--- src/alc_pkg.sv ---
// package for the async line configuration block
// assumes a 32-bit avalon-mm slave with word addresses in bytes
package alc_pkg;

  // ----------------------------------------------------------------
  // register byte offsets
  // ----------------------------------------------------------------
  localparam logic [5:0] OFF_LINE_FMT = 6'h00; // line format also when open
  localparam logic [5:0] OFF_TX_MODE = 6'h04;  // divisor a low when open
  localparam logic [5:0] OFF_FIFO_THR = 6'h08; // divisor a high when open
  localparam logic [5:0] OFF_MATCH0 = 6'h0C;   // divisor b low when open
  localparam logic [5:0] OFF_MATCH1 = 6'h10;
  localparam logic [5:0] OFF_RX_MODE = 6'h14;
  localparam logic [5:0] OFF_CLK_SEL = 6'h18;
  localparam logic [5:0] OFF_MODE = 6'h1C;     // loop, echo mode, ulan
  localparam logic [5:0] OFF_STATUS = 6'h20;   // read; a write of bit 3 sets the rx lock in ulan mode

  // ----------------------------------------------------------------
  // reset values
  // ----------------------------------------------------------------
  localparam logic [7:0] RST_ZERO = 8'h00;
  localparam logic [7:0] RST_FMT = 8'h03;      // 8 bits, no parity
  localparam logic [7:0] RST_DIV_LO = 8'h05;
  localparam logic [7:0] RST_DIV_HI = 8'h00;

  // ----------------------------------------------------------------
  // line format fields
  // ----------------------------------------------------------------
  localparam int FMT_DIV_ACC = 7;
  localparam int FMT_BREAK = 6;
  localparam int FMT_PAR_HI = 5;
  localparam int FMT_PAR_LO = 4;
  localparam int FMT_PAR_EN = 3;
  localparam int FMT_STOP_B0 = 2;
  localparam int FMT_CL_B1 = 1;
  localparam int FMT_CL_B0 = 0;
  // tx mode fields
  localparam int TMD_ERR_ECHO_OFF = 7;
  localparam int TMD_CTRL_ECHO_OFF = 6;
  localparam int TMD_NINE = 5;
  localparam int TMD_FLOW_HI = 4;
  localparam int TMD_FLOW_LO = 3;
  localparam int TMD_SOFT_PAR = 2;
  localparam int TMD_STOP_B2 = 1;
  localparam int TMD_STOP_B1 = 0;
  // rx mode fields
  localparam int RMD_RECOG_HI = 7;
  localparam int RMD_RECOG_LO = 6;
  localparam int RMD_PHASE_OFF = 5;
  localparam int RMD_WINDOW = 4;
  localparam int RMD_START = 3;
  // clock select fields
  localparam int CLK_RX_MODE = 7;
  localparam int CLK_RX_SRC = 6;
  localparam int CLK_TX_MODE = 5;
  localparam int CLK_TX_SRC = 4;
  // mode register fields
  localparam int MODE_LOOP_CTL = 2;
  localparam int MODE_LOOP_ECHO = 1;
  localparam int MODE_ULAN = 0;

  // ----------------------------------------------------------------
  // character constants
  // ----------------------------------------------------------------
  localparam logic [7:0] ASCII_CTRL_TOP = 8'h1F;
  localparam logic [7:0] ASCII_DEL = 8'h7F;
  localparam logic [7:0] EBCDIC_CTRL_TOP = 8'h3F;
  localparam logic [31:0] UNMAPPED_DATA = 32'h00000000;

  // ----------------------------------------------------------------
  // decoded encodings
  // ----------------------------------------------------------------
  typedef enum logic [2:0] {
    ALC_PAR_NONE, ALC_PAR_ODD, ALC_PAR_EVEN, ALC_PAR_MARK, ALC_PAR_SPACE,
    ALC_PAR_SOFT, ALC_PAR_RSVD
  } alc_parity_t;

  typedef enum logic [1:0] {
    ALC_FLOW_MANUAL, ALC_FLOW_RSVD, ALC_FLOW_SEMI, ALC_FLOW_AUTO
  } alc_flow_t;

  typedef enum logic [1:0] {
    ALC_LOOP_NONE, ALC_LOOP_LOCAL, ALC_LOOP_REMOTE, ALC_LOOP_ECHO
  } alc_loop_t;

  // decoded line format handed to the tx/rx machines
  typedef struct packed {
    alc_parity_t parity;
    logic [3:0] char_bits;      // 5..9
    logic [3:0] stop_quarters;  // stop length in quarter bits, 16x
    logic force_break;
  } alc_line_t;

  // receive sampling and clock options
  typedef struct packed {
    logic phase_track_off;
    logic wide_window;          // 0: 3/16 window, 1: 7/16 window
    logic strict_start;         // 0: majority vote, 1: all samples zero
    logic rx_clk_1x;
    logic rx_use_gen_a;
    logic tx_clk_1x;
    logic tx_use_gen_a;
  } alc_samp_t;

  // one received character from the rx machine
  typedef struct packed {
    logic valid;
    logic [8:0] data;           // bit 8 is the address bit in ulan mode
    logic error;
  } alc_rx_char_t;

endpackage

--- src/alc_config.sv ---
// configuration logic of an asynchronous serial controller
// assumes the tx/rx machines, fifos and baud generators live outside
// and that software writes the configuration only while the line is idle
module alc_config #(
  parameter int FIFO_DEPTH = 4,
  parameter int OCC_W = 3
) (
  // clock, reset, enable
  input wire logic sys_clk_in,
  input wire logic rst_n_in,
  input wire logic clk_en_in,
  // avalon-mm slave
  input wire logic [5:0] avs_address_in,
  input wire logic avs_read_in,
  input wire logic avs_write_in,
  input wire logic [31:0] avs_writedata_in,
  input wire logic [3:0] avs_byteenable_in,
  output logic [31:0] avs_readdata_out,
  output logic avs_waitrequest_out,
  // transmit side status and pins
  input wire logic tx_enabled_in,
  input wire logic tx_more_data_in,
  input wire logic tx_serial_in,
  input wire logic cts_n_in,
  input wire logic host_rts_n_in,
  output logic tx_pin_out,
  output logic rts_n_out,
  output logic tx_go_out,
  // fifo occupancy and requests
  input wire logic [OCC_W-1:0] rx_occupancy_in,
  input wire logic [OCC_W-1:0] tx_occupancy_in,
  output logic rx_fifo_req_out,
  output logic tx_fifo_req_out,
  // received characters and recognition results
  input alc_pkg::alc_rx_char_t rx_char_in,
  output logic rx_fifo_write_out,
  output logic echo_char_out,
  output logic rx_fifo_locked_out,
  // decoded configuration
  output alc_pkg::alc_line_t line_cfg_out,
  output alc_pkg::alc_samp_t samp_cfg_out,
  output alc_pkg::alc_loop_t loop_mode_out,
  output logic [15:0] gen_a_divisor_out,
  output logic [15:0] gen_b_divisor_out
);

  // ----------------------------------------------------------------
  // registers
  // ----------------------------------------------------------------
  logic [7:0] line_format_config_r;
  logic [7:0] tx_machine_mode_r;
  logic [7:0] fifo_threshold_config_r;
  logic [7:0] match_char_0_r;
  logic [7:0] match_char_1_r;
  logic [7:0] rx_machine_mode_r;
  logic [7:0] serial_clock_select_r;
  logic [7:0] mode_r;
  logic [7:0] gen_a_div_low_r;
  logic [7:0] gen_a_div_high_r;
  logic [7:0] gen_b_div_low_r;
  logic [7:0] gen_b_div_high_r;
  logic programmed_match_flag_r;
  logic char_recognized_flag_r;
  logic rx_locked_r;
  logic ack_r;
  logic [31:0] rdata_r;

  logic access;
  logic wr_go;
  logic rd_go;
  logic div_open;
  logic [7:0] wbyte;
  logic status_rd;

  // ----------------------------------------------------------------
  // bus handshake
  // ----------------------------------------------------------------
  // one wait cycle per access so read data can come from a flop
  assign access = (avs_read_in | avs_write_in) & clk_en_in;
  assign avs_waitrequest_out = ~(ack_r & clk_en_in);
  assign wr_go = avs_write_in & ack_r & clk_en_in & avs_byteenable_in[0];
  assign rd_go = avs_read_in & ~ack_r & clk_en_in;
  assign wbyte = avs_writedata_in[7:0];
  assign div_open = line_format_config_r[alc_pkg::FMT_DIV_ACC];
  assign status_rd = avs_read_in & ack_r & clk_en_in &
                     (avs_address_in == alc_pkg::OFF_STATUS);

  // ack toggles high for one cycle per request
  always_ff @(posedge sys_clk_in or negedge rst_n_in) begin
    if (!rst_n_in) begin
      ack_r <= 1'b0;
    end else if (clk_en_in) begin
      ack_r <= access & ~ack_r;
    end
  end

  // ----------------------------------------------------------------
  // configuration writes
  // ----------------------------------------------------------------
  // config writes are taken at any time; software keeps them idle
  always_ff @(posedge sys_clk_in or negedge rst_n_in) begin
    if (!rst_n_in) begin
      line_format_config_r <= alc_pkg::RST_FMT;
      tx_machine_mode_r <= alc_pkg::RST_ZERO;
      fifo_threshold_config_r <= alc_pkg::RST_ZERO;
      match_char_0_r <= alc_pkg::RST_ZERO;
      match_char_1_r <= alc_pkg::RST_ZERO;
      rx_machine_mode_r <= alc_pkg::RST_ZERO;
      serial_clock_select_r <= alc_pkg::RST_ZERO;
      mode_r <= alc_pkg::RST_ZERO;
    end else if (wr_go) begin
      case (avs_address_in)
        alc_pkg::OFF_LINE_FMT: line_format_config_r <= wbyte;
        alc_pkg::OFF_TX_MODE:
          if (!div_open) tx_machine_mode_r <= wbyte;
        alc_pkg::OFF_FIFO_THR:
          if (!div_open) fifo_threshold_config_r <= wbyte;
        alc_pkg::OFF_MATCH0:
          if (!div_open) match_char_0_r <= wbyte;
        alc_pkg::OFF_MATCH1:
          if (!div_open) match_char_1_r <= wbyte;
        alc_pkg::OFF_RX_MODE: rx_machine_mode_r <= wbyte;
        alc_pkg::OFF_CLK_SEL: serial_clock_select_r <= wbyte;
        alc_pkg::OFF_MODE: mode_r <= wbyte;
        default: ;
      endcase
    end
  end

  // divisor bytes share offsets while divisor_access is set
  // line format stays reachable so software can close the window again
  always_ff @(posedge sys_clk_in or negedge rst_n_in) begin
    if (!rst_n_in) begin
      gen_a_div_low_r <= alc_pkg::RST_DIV_LO;
      gen_a_div_high_r <= alc_pkg::RST_DIV_HI;
      gen_b_div_low_r <= alc_pkg::RST_DIV_LO;
      gen_b_div_high_r <= alc_pkg::RST_DIV_HI;
    end else if (wr_go && div_open) begin
      case (avs_address_in)
        alc_pkg::OFF_TX_MODE: gen_a_div_low_r <= wbyte;
        alc_pkg::OFF_FIFO_THR: gen_a_div_high_r <= wbyte;
        alc_pkg::OFF_MATCH0: gen_b_div_low_r <= wbyte;
        alc_pkg::OFF_MATCH1: gen_b_div_high_r <= wbyte;
        default: ;
      endcase
    end
  end

  // ----------------------------------------------------------------
  // read data
  // ----------------------------------------------------------------
  always_ff @(posedge sys_clk_in or negedge rst_n_in) begin
    if (!rst_n_in) begin
      rdata_r <= alc_pkg::UNMAPPED_DATA;
    end else if (rd_go) begin
      rdata_r <= alc_pkg::UNMAPPED_DATA;
      case (avs_address_in)
        alc_pkg::OFF_LINE_FMT: rdata_r[7:0] <= line_format_config_r;
        alc_pkg::OFF_TX_MODE:
          rdata_r[7:0] <= div_open ? gen_a_div_low_r
                                   : tx_machine_mode_r;
        alc_pkg::OFF_FIFO_THR:
          rdata_r[7:0] <= div_open ? gen_a_div_high_r
                                   : fifo_threshold_config_r;
        alc_pkg::OFF_MATCH0:
          rdata_r[7:0] <= div_open ? gen_b_div_low_r : match_char_0_r;
        alc_pkg::OFF_MATCH1:
          rdata_r[7:0] <= div_open ? gen_b_div_high_r : match_char_1_r;
        alc_pkg::OFF_RX_MODE: rdata_r[7:0] <= rx_machine_mode_r;
        alc_pkg::OFF_CLK_SEL: rdata_r[7:0] <= serial_clock_select_r;
        alc_pkg::OFF_MODE: rdata_r[7:0] <= mode_r;
        alc_pkg::OFF_STATUS:
          rdata_r[3:0] <= {rx_locked_r, rx_fifo_req_out,
                           programmed_match_flag_r,
                           char_recognized_flag_r};
        default: ;
      endcase
    end
  end
  assign avs_readdata_out = rdata_r;

  // ----------------------------------------------------------------
  // line format decode
  // ----------------------------------------------------------------
  logic [2:0] stop_code;
  logic [2:0] len_code;
  logic [3:0] par_code;
  logic [1:0] flow_code;

  assign stop_code = {tx_machine_mode_r[alc_pkg::TMD_STOP_B2],
                      tx_machine_mode_r[alc_pkg::TMD_STOP_B1],
                      line_format_config_r[alc_pkg::FMT_STOP_B0]};
  assign len_code = {tx_machine_mode_r[alc_pkg::TMD_NINE],
                     line_format_config_r[alc_pkg::FMT_CL_B1],
                     line_format_config_r[alc_pkg::FMT_CL_B0]};
  assign par_code = {line_format_config_r[alc_pkg::FMT_PAR_EN],
                     tx_machine_mode_r[alc_pkg::TMD_SOFT_PAR],
                     line_format_config_r[alc_pkg::FMT_PAR_HI],
                     line_format_config_r[alc_pkg::FMT_PAR_LO]};
  assign flow_code = {tx_machine_mode_r[alc_pkg::TMD_FLOW_HI],
                      tx_machine_mode_r[alc_pkg::TMD_FLOW_LO]};

  // character size, parity and stop length for the machines
  always_comb begin
    line_cfg_out.force_break = line_format_config_r[alc_pkg::FMT_BREAK];
    case (len_code)
      3'b000: line_cfg_out.char_bits = 4'h5;
      3'b001: line_cfg_out.char_bits = 4'h6;
      3'b010: line_cfg_out.char_bits = 4'h7;
      3'b011: line_cfg_out.char_bits = 4'h8;
      default: line_cfg_out.char_bits = 4'h9; // only 100 is legal
    endcase
    case (stop_code) // stop length in quarter bits
      3'b000: line_cfg_out.stop_quarters = 4'h4;
      3'b001: line_cfg_out.stop_quarters = (len_code == 3'b000) ? 4'h6
                                                                : 4'h8;
      3'b010: line_cfg_out.stop_quarters = 4'h3;
      3'b011: line_cfg_out.stop_quarters = 4'h4;
      3'b100: line_cfg_out.stop_quarters = 4'h5;
      3'b101: line_cfg_out.stop_quarters = 4'h6;
      3'b110: line_cfg_out.stop_quarters = 4'h7;
      default: line_cfg_out.stop_quarters = 4'h8;
    endcase
    // soft parity leaves bit generation and checking to the host
    casez (par_code)
      4'b0???: line_cfg_out.parity = alc_pkg::ALC_PAR_NONE;
      4'b1000: line_cfg_out.parity = alc_pkg::ALC_PAR_ODD;
      4'b1001: line_cfg_out.parity = alc_pkg::ALC_PAR_EVEN;
      4'b1010: line_cfg_out.parity = alc_pkg::ALC_PAR_MARK;
      4'b1011: line_cfg_out.parity = alc_pkg::ALC_PAR_SPACE;
      4'b1100: line_cfg_out.parity = alc_pkg::ALC_PAR_SOFT;
      default: line_cfg_out.parity = alc_pkg::ALC_PAR_RSVD;
    endcase
  end

  // ----------------------------------------------------------------
  // sampling, clocks, loop and echo
  // ----------------------------------------------------------------
  always_comb begin
    samp_cfg_out.phase_track_off =
      rx_machine_mode_r[alc_pkg::RMD_PHASE_OFF];
    samp_cfg_out.wide_window = rx_machine_mode_r[alc_pkg::RMD_WINDOW];
    samp_cfg_out.strict_start = rx_machine_mode_r[alc_pkg::RMD_START];
    samp_cfg_out.rx_clk_1x = serial_clock_select_r[alc_pkg::CLK_RX_MODE];
    samp_cfg_out.rx_use_gen_a =
      serial_clock_select_r[alc_pkg::CLK_RX_SRC];
    samp_cfg_out.tx_clk_1x = serial_clock_select_r[alc_pkg::CLK_TX_MODE];
    samp_cfg_out.tx_use_gen_a =
      serial_clock_select_r[alc_pkg::CLK_TX_SRC];
  end

  // one bit chooses loopback flavour or echo on/off
  always_comb begin
    case ({mode_r[alc_pkg::MODE_LOOP_CTL], mode_r[alc_pkg::MODE_LOOP_ECHO]})
      2'b10: loop_mode_out = alc_pkg::ALC_LOOP_LOCAL;
      2'b11: loop_mode_out = alc_pkg::ALC_LOOP_REMOTE;
      2'b01: loop_mode_out = alc_pkg::ALC_LOOP_ECHO;
      default: loop_mode_out = alc_pkg::ALC_LOOP_NONE;
    endcase
  end

  assign gen_a_divisor_out = {gen_a_div_high_r, gen_a_div_low_r};
  assign gen_b_divisor_out = {gen_b_div_high_r, gen_b_div_low_r};

  // ----------------------------------------------------------------
  // transmit pin and flow control
  // ----------------------------------------------------------------
  logic cts_ok;
  assign cts_ok = ~cts_n_in;

  // break overrides any transmitter activity
  always_ff @(posedge sys_clk_in or negedge rst_n_in) begin
    if (!rst_n_in) begin
      tx_pin_out <= 1'b1;
    end else if (clk_en_in) begin
      tx_pin_out <= line_cfg_out.force_break ? 1'b0 : tx_serial_in;
    end
  end

  // manual mode passes host control through untouched
  always_comb begin
    case (flow_code)
      2'b10: begin
        tx_go_out = tx_enabled_in & cts_ok;
        rts_n_out = ~tx_enabled_in;
      end
      2'b11: begin
        tx_go_out = tx_enabled_in & cts_ok;
        rts_n_out = ~(tx_enabled_in & tx_more_data_in);
      end
      default: begin
        tx_go_out = tx_enabled_in;
        rts_n_out = host_rts_n_in;
      end
    endcase
  end

  // ----------------------------------------------------------------
  // fifo requests
  // ----------------------------------------------------------------
  logic [OCC_W-1:0] rx_thr;
  logic [OCC_W-1:0] tx_thr;
  assign rx_thr = OCC_W'(fifo_threshold_config_r[5:4]);
  assign tx_thr = OCC_W'(fifo_threshold_config_r[1:0]);
  assign rx_fifo_req_out = rx_occupancy_in > rx_thr;
  assign tx_fifo_req_out = tx_occupancy_in <= tx_thr;

  // ----------------------------------------------------------------
  // character recognition
  // ----------------------------------------------------------------
  logic ulan;
  logic [1:0] recog;
  logic [7:0] ch;
  logic is_addr;
  logic prog_hit;
  logic std_hit;
  logic recog_hit;
  logic match_hit;

  assign ulan = mode_r[alc_pkg::MODE_ULAN];
  assign recog = {rx_machine_mode_r[alc_pkg::RMD_RECOG_HI],
                  rx_machine_mode_r[alc_pkg::RMD_RECOG_LO]};
  assign ch = rx_char_in.data[7:0];
  assign is_addr = rx_char_in.data[8];
  assign prog_hit = (ch == match_char_0_r) || (ch == match_char_1_r);

  always_comb begin
    case (recog)
      2'b01: std_hit = (ch <= alc_pkg::ASCII_CTRL_TOP) ||
                       (ch == alc_pkg::ASCII_DEL);
      2'b11: std_hit = ch <= alc_pkg::EBCDIC_CTRL_TOP;
      default: std_hit = 1'b0;
    endcase
  end

  // only address characters are compared in multidrop mode
  assign match_hit = rx_char_in.valid &
                     (ulan ? (is_addr & prog_hit) : prog_hit);
  assign recog_hit = rx_char_in.valid &
                     (ulan ? is_addr : (prog_hit | std_hit));

  // status flags: read of status clears, a new hit wins over the clear
  always_ff @(posedge sys_clk_in or negedge rst_n_in) begin
    if (!rst_n_in) begin
      programmed_match_flag_r <= 1'b0;
      char_recognized_flag_r <= 1'b0;
    end else if (clk_en_in) begin
      programmed_match_flag_r <= match_hit |
                                 (programmed_match_flag_r & ~status_rd);
      char_recognized_flag_r <= recog_hit |
                                (char_recognized_flag_r & ~status_rd);
    end
  end

  // receive fifo lock in multidrop mode; software may relock
  always_ff @(posedge sys_clk_in or negedge rst_n_in) begin
    if (!rst_n_in) begin
      rx_locked_r <= 1'b0;
    end else if (clk_en_in) begin
      if (!ulan) begin
        rx_locked_r <= 1'b0;
      end else if (rx_char_in.valid && is_addr && recog == 2'b01) begin
        rx_locked_r <= 1'b0;
      end else if (rx_char_in.valid && is_addr && recog == 2'b10) begin
        rx_locked_r <= ~prog_hit;
      end else if (wr_go && avs_address_in == alc_pkg::OFF_STATUS) begin
        rx_locked_r <= wbyte[3];
      end
    end
  end

  // mode 00 and 01 store address characters; mode 10 gates by match
  always_comb begin
    rx_fifo_write_out = 1'b0;
    if (rx_char_in.valid) begin
      if (!ulan) begin
        rx_fifo_write_out = 1'b1;
      end else if (is_addr) begin
        case (recog)
          2'b00: rx_fifo_write_out = 1'b1;
          2'b01: rx_fifo_write_out = 1'b1;
          2'b10: rx_fifo_write_out = prog_hit;
          default: rx_fifo_write_out = 1'b0;
        endcase
      end else begin
        rx_fifo_write_out = ~rx_locked_r;
      end
    end
  end

  // echo skips errored or recognised characters when asked
  assign echo_char_out = rx_char_in.valid &&
    (loop_mode_out == alc_pkg::ALC_LOOP_ECHO) &&
    !(rx_char_in.error && tx_machine_mode_r[alc_pkg::TMD_ERR_ECHO_OFF]) &&
    !(recog_hit && tx_machine_mode_r[alc_pkg::TMD_CTRL_ECHO_OFF]);

  assign rx_fifo_locked_out = rx_locked_r;

endmodule

--- config.mk ---
export PLATFORM = sky130hd
export DESIGN_NAME = alc_config
export DESIGN_NICKNAME = d
export VERILOG_FILES = /design/src/alc_pkg.sv /design/src/alc_config.sv
export SDC_FILE = /design/constraint.sdc
export NUM_CORES = 1
export LEC_CHECK = 0
export BUFFER_PORTS_ARGS = -buffer_cell sky130_fd_sc_hd__buf_2
export CAP_MARGIN = 20
export CORE_ASPECT_RATIO = 0.8
export CORE_MARGIN = 3
export CORE_UTILIZATION = 49
export CTS_BUF_LIST = sky130_fd_sc_hd__clkbuf_2
export CTS_CLUSTER_SIZE = 25
export DETAILED_ROUTE_END_ITERATION = 16
export HOLD_SLACK_MARGIN = 0.06
export PLACE_DENSITY = 0.76
export SYNTH_ARGS = -nofsm -noshare
export SYNTH_HDL_FRONTEND = slang
export SYNTH_SLANG_ARGS = --single-unit
--- constraint.sdc ---
create_clock -name sys_clk_in -period 1.8 [get_ports sys_clk_in]
set_input_delay 0.54 -clock sys_clk_in [delete_from_list [all_inputs] [get_ports sys_clk_in]]
set_output_delay 0.54 -clock sys_clk_in [all_outputs]
set_load 0.005 [all_outputs]
# == Yosys cells after proc, flatten, opt, wreduce, memory -nomap -nowiden ==
# Index checks and enable logic that the tools add are counted.
# totals
reg_bits,109
output_inout_bits,94
elab_cells,148
input_bits,69
# classes
reduce_logical,34
n_mux,25
bitwise_logic,32
n_eq_ne,35
magnitude_cmp,4
# ops
op,count
$pmux 4 s9,1
$mux 8,4
$pmux 4 s8,1
$eq 6x5->1 const B,4
$pmux 4 s6,1
$eq 4x4->1 const B,5
$and 1x1->1,18
$pmux 3 s6,1
$reduce_and 2->1,9
$eq 8x8->1,2
$pmux 4 s4,1
$eq 2x2->1 const B,7
$eq 3x2->1 const B,4
$eq 6x4->1 const B,2
$reduce_and 3->1,4
$mux 1,11
$logic_and 1x1->1,10
$not 1->1,10
$eq 3x3->1 const B,3
$eq 8x7->1 const B,1
$le 8x5->1 const B,1
$le 8x6->1 const B,1
$eq 3x1->1 const B,2
$eq 6x3->1 const B,1
15 further kinds,26

# == Depth between registers and ports, before layout ==
# depth
word_depth,9
mapped_depth,8
ltp_nobuf,7

# == Worst setup path after synthesis ==
# OpenSTA, ideal clock, no wires.
# synth_timing
kind,input-to-reg
start,input port avs_address_in[5]
end,register match_char_1_r[0]
slack_ps,-649
t_required_ps,1675
arrival_ps,2324
path_buffers,2
path_stages,6
setup_time_ps,125
cell_sequence,or4b_1 -> buf_2 -> or3_1 -> buf_2 -> nor3_4 -> mux2_2
# synth_between
elab_chain_len,2
# synth_lines
element,line_no,source
from (decl),alc_config.sv:13,"input wire logic [5:0] avs_address_in,"
$eq 6x5->1,alc_config.sv:112,case (avs_address_in)
$reduce_and 3->1 (no source line),--,
to (signal assigned),alc_config.sv:107,match_char_1_r <= alc_pkg::RST_ZERO;
to (signal assigned),alc_config.sv:121,if (!div_open) match_char_1_r <= wbyte;
to (decl),alc_config.sv:54,logic [7:0] match_char_1_r;
# No other way between the ends.
# A chain may end at the register's enable or synchronous reset.

# == Worst setup path in the final report ==
# layout_timing
start,register match_char_0_r[3]
end,output port echo_char_out
# layout_between
elab_chain_len,8
# layout_lines
element,line_no,source
from (decl),alc_config.sv:53,logic [7:0] match_char_0_r;
from (signal assigned),alc_config.sv:106,match_char_0_r <= alc_pkg::RST_ZERO;
from (signal assigned),alc_config.sv:119,if (!div_open) match_char_0_r <= wbyte;
$eq 8x8->1,alc_config.sv:325,assign prog_hit = (ch == match_char_0_r) || (ch == match_char_1_r);
$logic_or 1x1->1,alc_config.sv:325,
$or 1x1->1,alc_config.sv:340,(ulan ? is_addr : (prog_hit | std_hit));
$mux 1,alc_config.sv:340,
$and 1x1->1,alc_config.sv:339,assign recog_hit = rx_char_in.valid &
$logic_and 1x1->1,alc_config.sv:395,!(recog_hit && tx_machine_mode_r[alc_pkg::TMD_CTRL_ECHO_OFF]);
$logic_not 1->1,alc_config.sv:395,
$logic_and 1x1->1,alc_config.sv:394,!(rx_char_in.error && tx_machine_mode_r[alc_pkg::TMD_ERR_ECHO_OFF]) &&
to (decl),alc_config.sv:37,"output logic echo_char_out,"
# No other way between the ends.

==> summary.txt <==
Finish
  • Filler cell count: ~800
  • # diodes: 0
  • Layout Utilization: about 70%
  • Share of cells above drive strength 1: about three fifths
  • Area delta synth->final: 38.60%
  • Final net count: just over 800

STA
  • Worst slew pin tran: between 0.6 and 0.7 ns
  • Fin. Hold Viols: 0
  • Relative slew slack: between 50% and 60%
  • Slew Limit Fails: 0
  • Max Fclk: between 300 and 400 MHz
  • Setup WS post-layout: -0.9630 ns
  • Min Hold Slack: approximately 0.11 ns
  • Worst Clk Skew: 0.03927 ns
  • Unrepaired setup endpoints after global routing: true
  • Fin crit share: 153.5%
  • Crit path time final: approximately 2.8 ns
  • Setup violators final: 31

Global routing
  • GR Util All Layers: between 20% and 30%
  • Largest net degree at the start of global routing: 45
  • First-pass GRT wire length: between 20 and 30 mm
  • Initial antenna violation count: 0
  • Vias in the first global route: 5053
  • GRT overflow: 0

Placed design
  • Pre-CTS setup slack: -0.6482 ns
  • Dpl hpwl: ~13 mm
  • Gp weighted congestion: 0.9566
  • Port bufs: approximately 110

Clocking
  • Clock Latency Late Sink: 0.63 ns
  • CTS tree: yes
  • Root buffer cell: clkbuf_2
  • CTS max path bufs: 2
  • CTS clk-pin slew, worst paths: between 0.3 and 0.4 ns
  • H-tree levels: 3
  • Sink Count: 109
  • TritonCTS buffer count: 9

Setup path
  • Crit path max-delay cell type: dfrtp_1
  • WP data required: roughly 1.3 ns
  • Worst path cell trace: xnor2_1 -> nand4_1 -> o22ai_2 -> a311o_1 -> a31oi_1 -> buf_2
  • Critical path type: reg -> out
  • CP Max Fanout: 3
  • Crit path largest cell delay: ~0.48 ns
  • Arrival @ worst endpoint: 2.22 ns
  • CP endpoint kind: output port
  • Crit path launch type: register

Die
  • Number of top-level pins: 163
  • Die ar.: around 0.013 mm2
  • Total core area: between 0.01 and 0.015 mm2
  • Initial Util: slightly above 50%
  • Die Wd: ~130 um
  • Row cnt: 34
  • Die Y: between 100 and 150 um

Power
  • Pwr Total: between 4 and 5 mW
  • Worst VDD drop: 0.0003489 V
  • P_leak: 4.043 nW
  • Power Density: 531.6 mW/mm2

Yosys
  • Most frequent cell after synthesis: dfrtp_1
  • Mapped cell area: slightly below 0.006 mm2
  • Mean Syn Cell Area: approximately 12 um2
  • Synth top area cells: dfrtp_1 (44%), mux2_2 (19%), mux2i_1 (4.3%)
  • Top cells by count, synth: dfrtp_1 (102), mux2_2 (98), buf_4 (32)
  • Cells after Synth: ~500
  • Proportion of synthesized chip area in sequential cells: between 40% and 50%
  • Ys async rst share: between 90% and 100%
  • Synth area leader: dfrtp_1
  • Post-synth top area share: between 40% and 50%
  • FF+latch count, synth: approximately 110
  • Number of synthesized flops with an enable pin: 0
  • Syn. warnings: 0
  • Top_reg_cell synth: dfrtp_1
  • Count of cell types in the netlist: 49

Outcome
  • Failing checks: negative setup slack
  • Status: complete, but fails checks

Routing
  • Vias per inst: 5.722
  • DR WL/cell: about 21 um
  • Antenna Violating Nets Remaining: 0
  • Starting DRT DRC Count: between 400 and 500
  • DRC: 0
  • Vias: about 5000
  • DRT Pass-1 Iters: 5
  • Drt total wl: between 15 and 20 mm

Flow run
  • Reported max-cap violation count: 0

Hold path
  • Worst hold path type: in -> reg
## per-stage QoR
stage | setup TNS [ns] | std cells | cell area (um2)
detailed placement | -49.45 | 803 | 7079
global route | -12.11 | 899 | 8074
floorplan | -34.67 | 526 | 6038
finish | -8.095 | 899 | 8074
CTS | -9.146 | 877 | 7792
global placement | -46.89 | 803 | 7079
## sequential cells by signal (all words and copies together) (netlist names), 8 cells and up
| name | count |
|---|---|
| gen_a_div_low_r | 8 |
| serial_clock_select_r | 8 |
| line_format_config_r | 8 |
| match_char_1_r | 8 |
| fifo_threshold_config_r | 8 |
| gen_b_div_low_r | 8 |
| mode_r | 8 |
| gen_b_div_high_r | 8 |
| tx_machine_mode_r | 8 |
| rx_machine_mode_r | 8 |
| gen_a_div_high_r | 8 |
| match_char_0_r | 8 |
| avs_readdata_out | 8 |
## layout by cell type (no fill, tap or decap), types with 8 or more instances in the layout
cell type  instances
buf_2            105
buf_4            138
buf_6             18
clkbuf_2           9
conb_1            24
dfrtp_1           94
dfrtp_2            8
inv_1             13
mux2_2            83
mux2_4            15
mux2i_1           25
nand2_1           22
nand3_1            8
nor2_1            13
o21ai_0           11
o2bb2ai_1         12
xnor2_1           15
## final cells by class
class / count / area, um2 / area share, %
well taps: 144 / 180.2 / 2.232
clock inverters: 7 / 56.30 / 0.6974
multi-input cells: 342 / 3054 / 37.83
repair buffers: 269 / 1914 / 23.71
flip-flops and latches: 109 / 2746 / 34.02
clock buffers: 9 / 45.04 / 0.5579
inverters: 19 / 77.57 / 0.9608
## power breakdown
part / switching, mW / total, mW / internal [mW]
Sequential: 0.0556 / 2.57 / 2.51
Clock: 0.892 / 1.09 / 0.202
Combinational: 0.328 / 0.631 / 0.303
## path summary, 6_finish.rpt
kind / start / end / slack, ns / cells past startpoint
max in group asynchronous: rst_n_in / tx_pin_out$_DFFE_PN1P_ / 0.95 / 3
min: tx_serial_in / tx_pin_out$_DFFE_PN1P_ / 0.11 / 2
max: match_char_0_r[3]$_DFFE_PN0P_ / echo_char_out / -0.96 / 6
min reg2reg: avs_readdata_out[5]$_DFFE_PN0P_ / avs_readdata_out[5]$_DFFE_PN0P_ / 0.54 / 2
max reg2reg: line_format_config_r[7]$_DFFE_PN0P_ / avs_readdata_out[4]$_DFFE_PN0P_ / -0.15 / 5
min in group asynchronous: rst_n_in / fifo_threshold_config_r[6]$_DFFE_PN0P_ / 0.24 / 2
## what timing repair did
item / 4_1_cts / 5_1_grt
pin swaps: 11 / 15
gates resized for setup: 45 / 26
endpoints found under the hold margin: 102 / 0
hold buffers: 1 / 0
buffers inserted: 57 / 34
endpoints found under the setup margin: 55 / 109
## layer usage
| layer | vias to the layer above | wire [um] | global-route usage, % |
|---|---|---|---|
| met5 | - | 0 | 0 |
| met4 | 0 | 325 | 6.515 |
| met3 | 31 | 1640 | 6.379 |
| met2 | 296 | 8794 | 42.97 |
| met1 | 2557 | 8438 | 40.92 |
| li1 | 2260 | - | - |
## critical path: cells and delay by family (launching register included)
family,cells,cell delay (ns)
AO/OA/AOI/OAI,3,0.70
flip-flops,1,0.48
buffers and inverters,1,0.16
XOR/XNOR,1,0.13
AND/OR/NAND/NOR,1,0.12
## logic make-up (layout without fill, tap and decap cells)
group / after synthesis / after routing / share of synthesized area [%]
AO/OA/AOI/OAI: 76 / 76 / 9.450
buffers and inverters: 75 / 304 / 6.980
multiplexers: 123 / 123 / 23.24
other: 1 / 24 / 0.06437
flip-flops: 109 / 109 / 46.97
AND/OR/NAND/NOR: 93 / 93 / 8.870
XOR/XNOR: 18 / 18 / 2.706
adder cells (fa/ha/maj): 8 / 8 / 1.718
No activity file was read; power rests on OpenSTA's default activity.
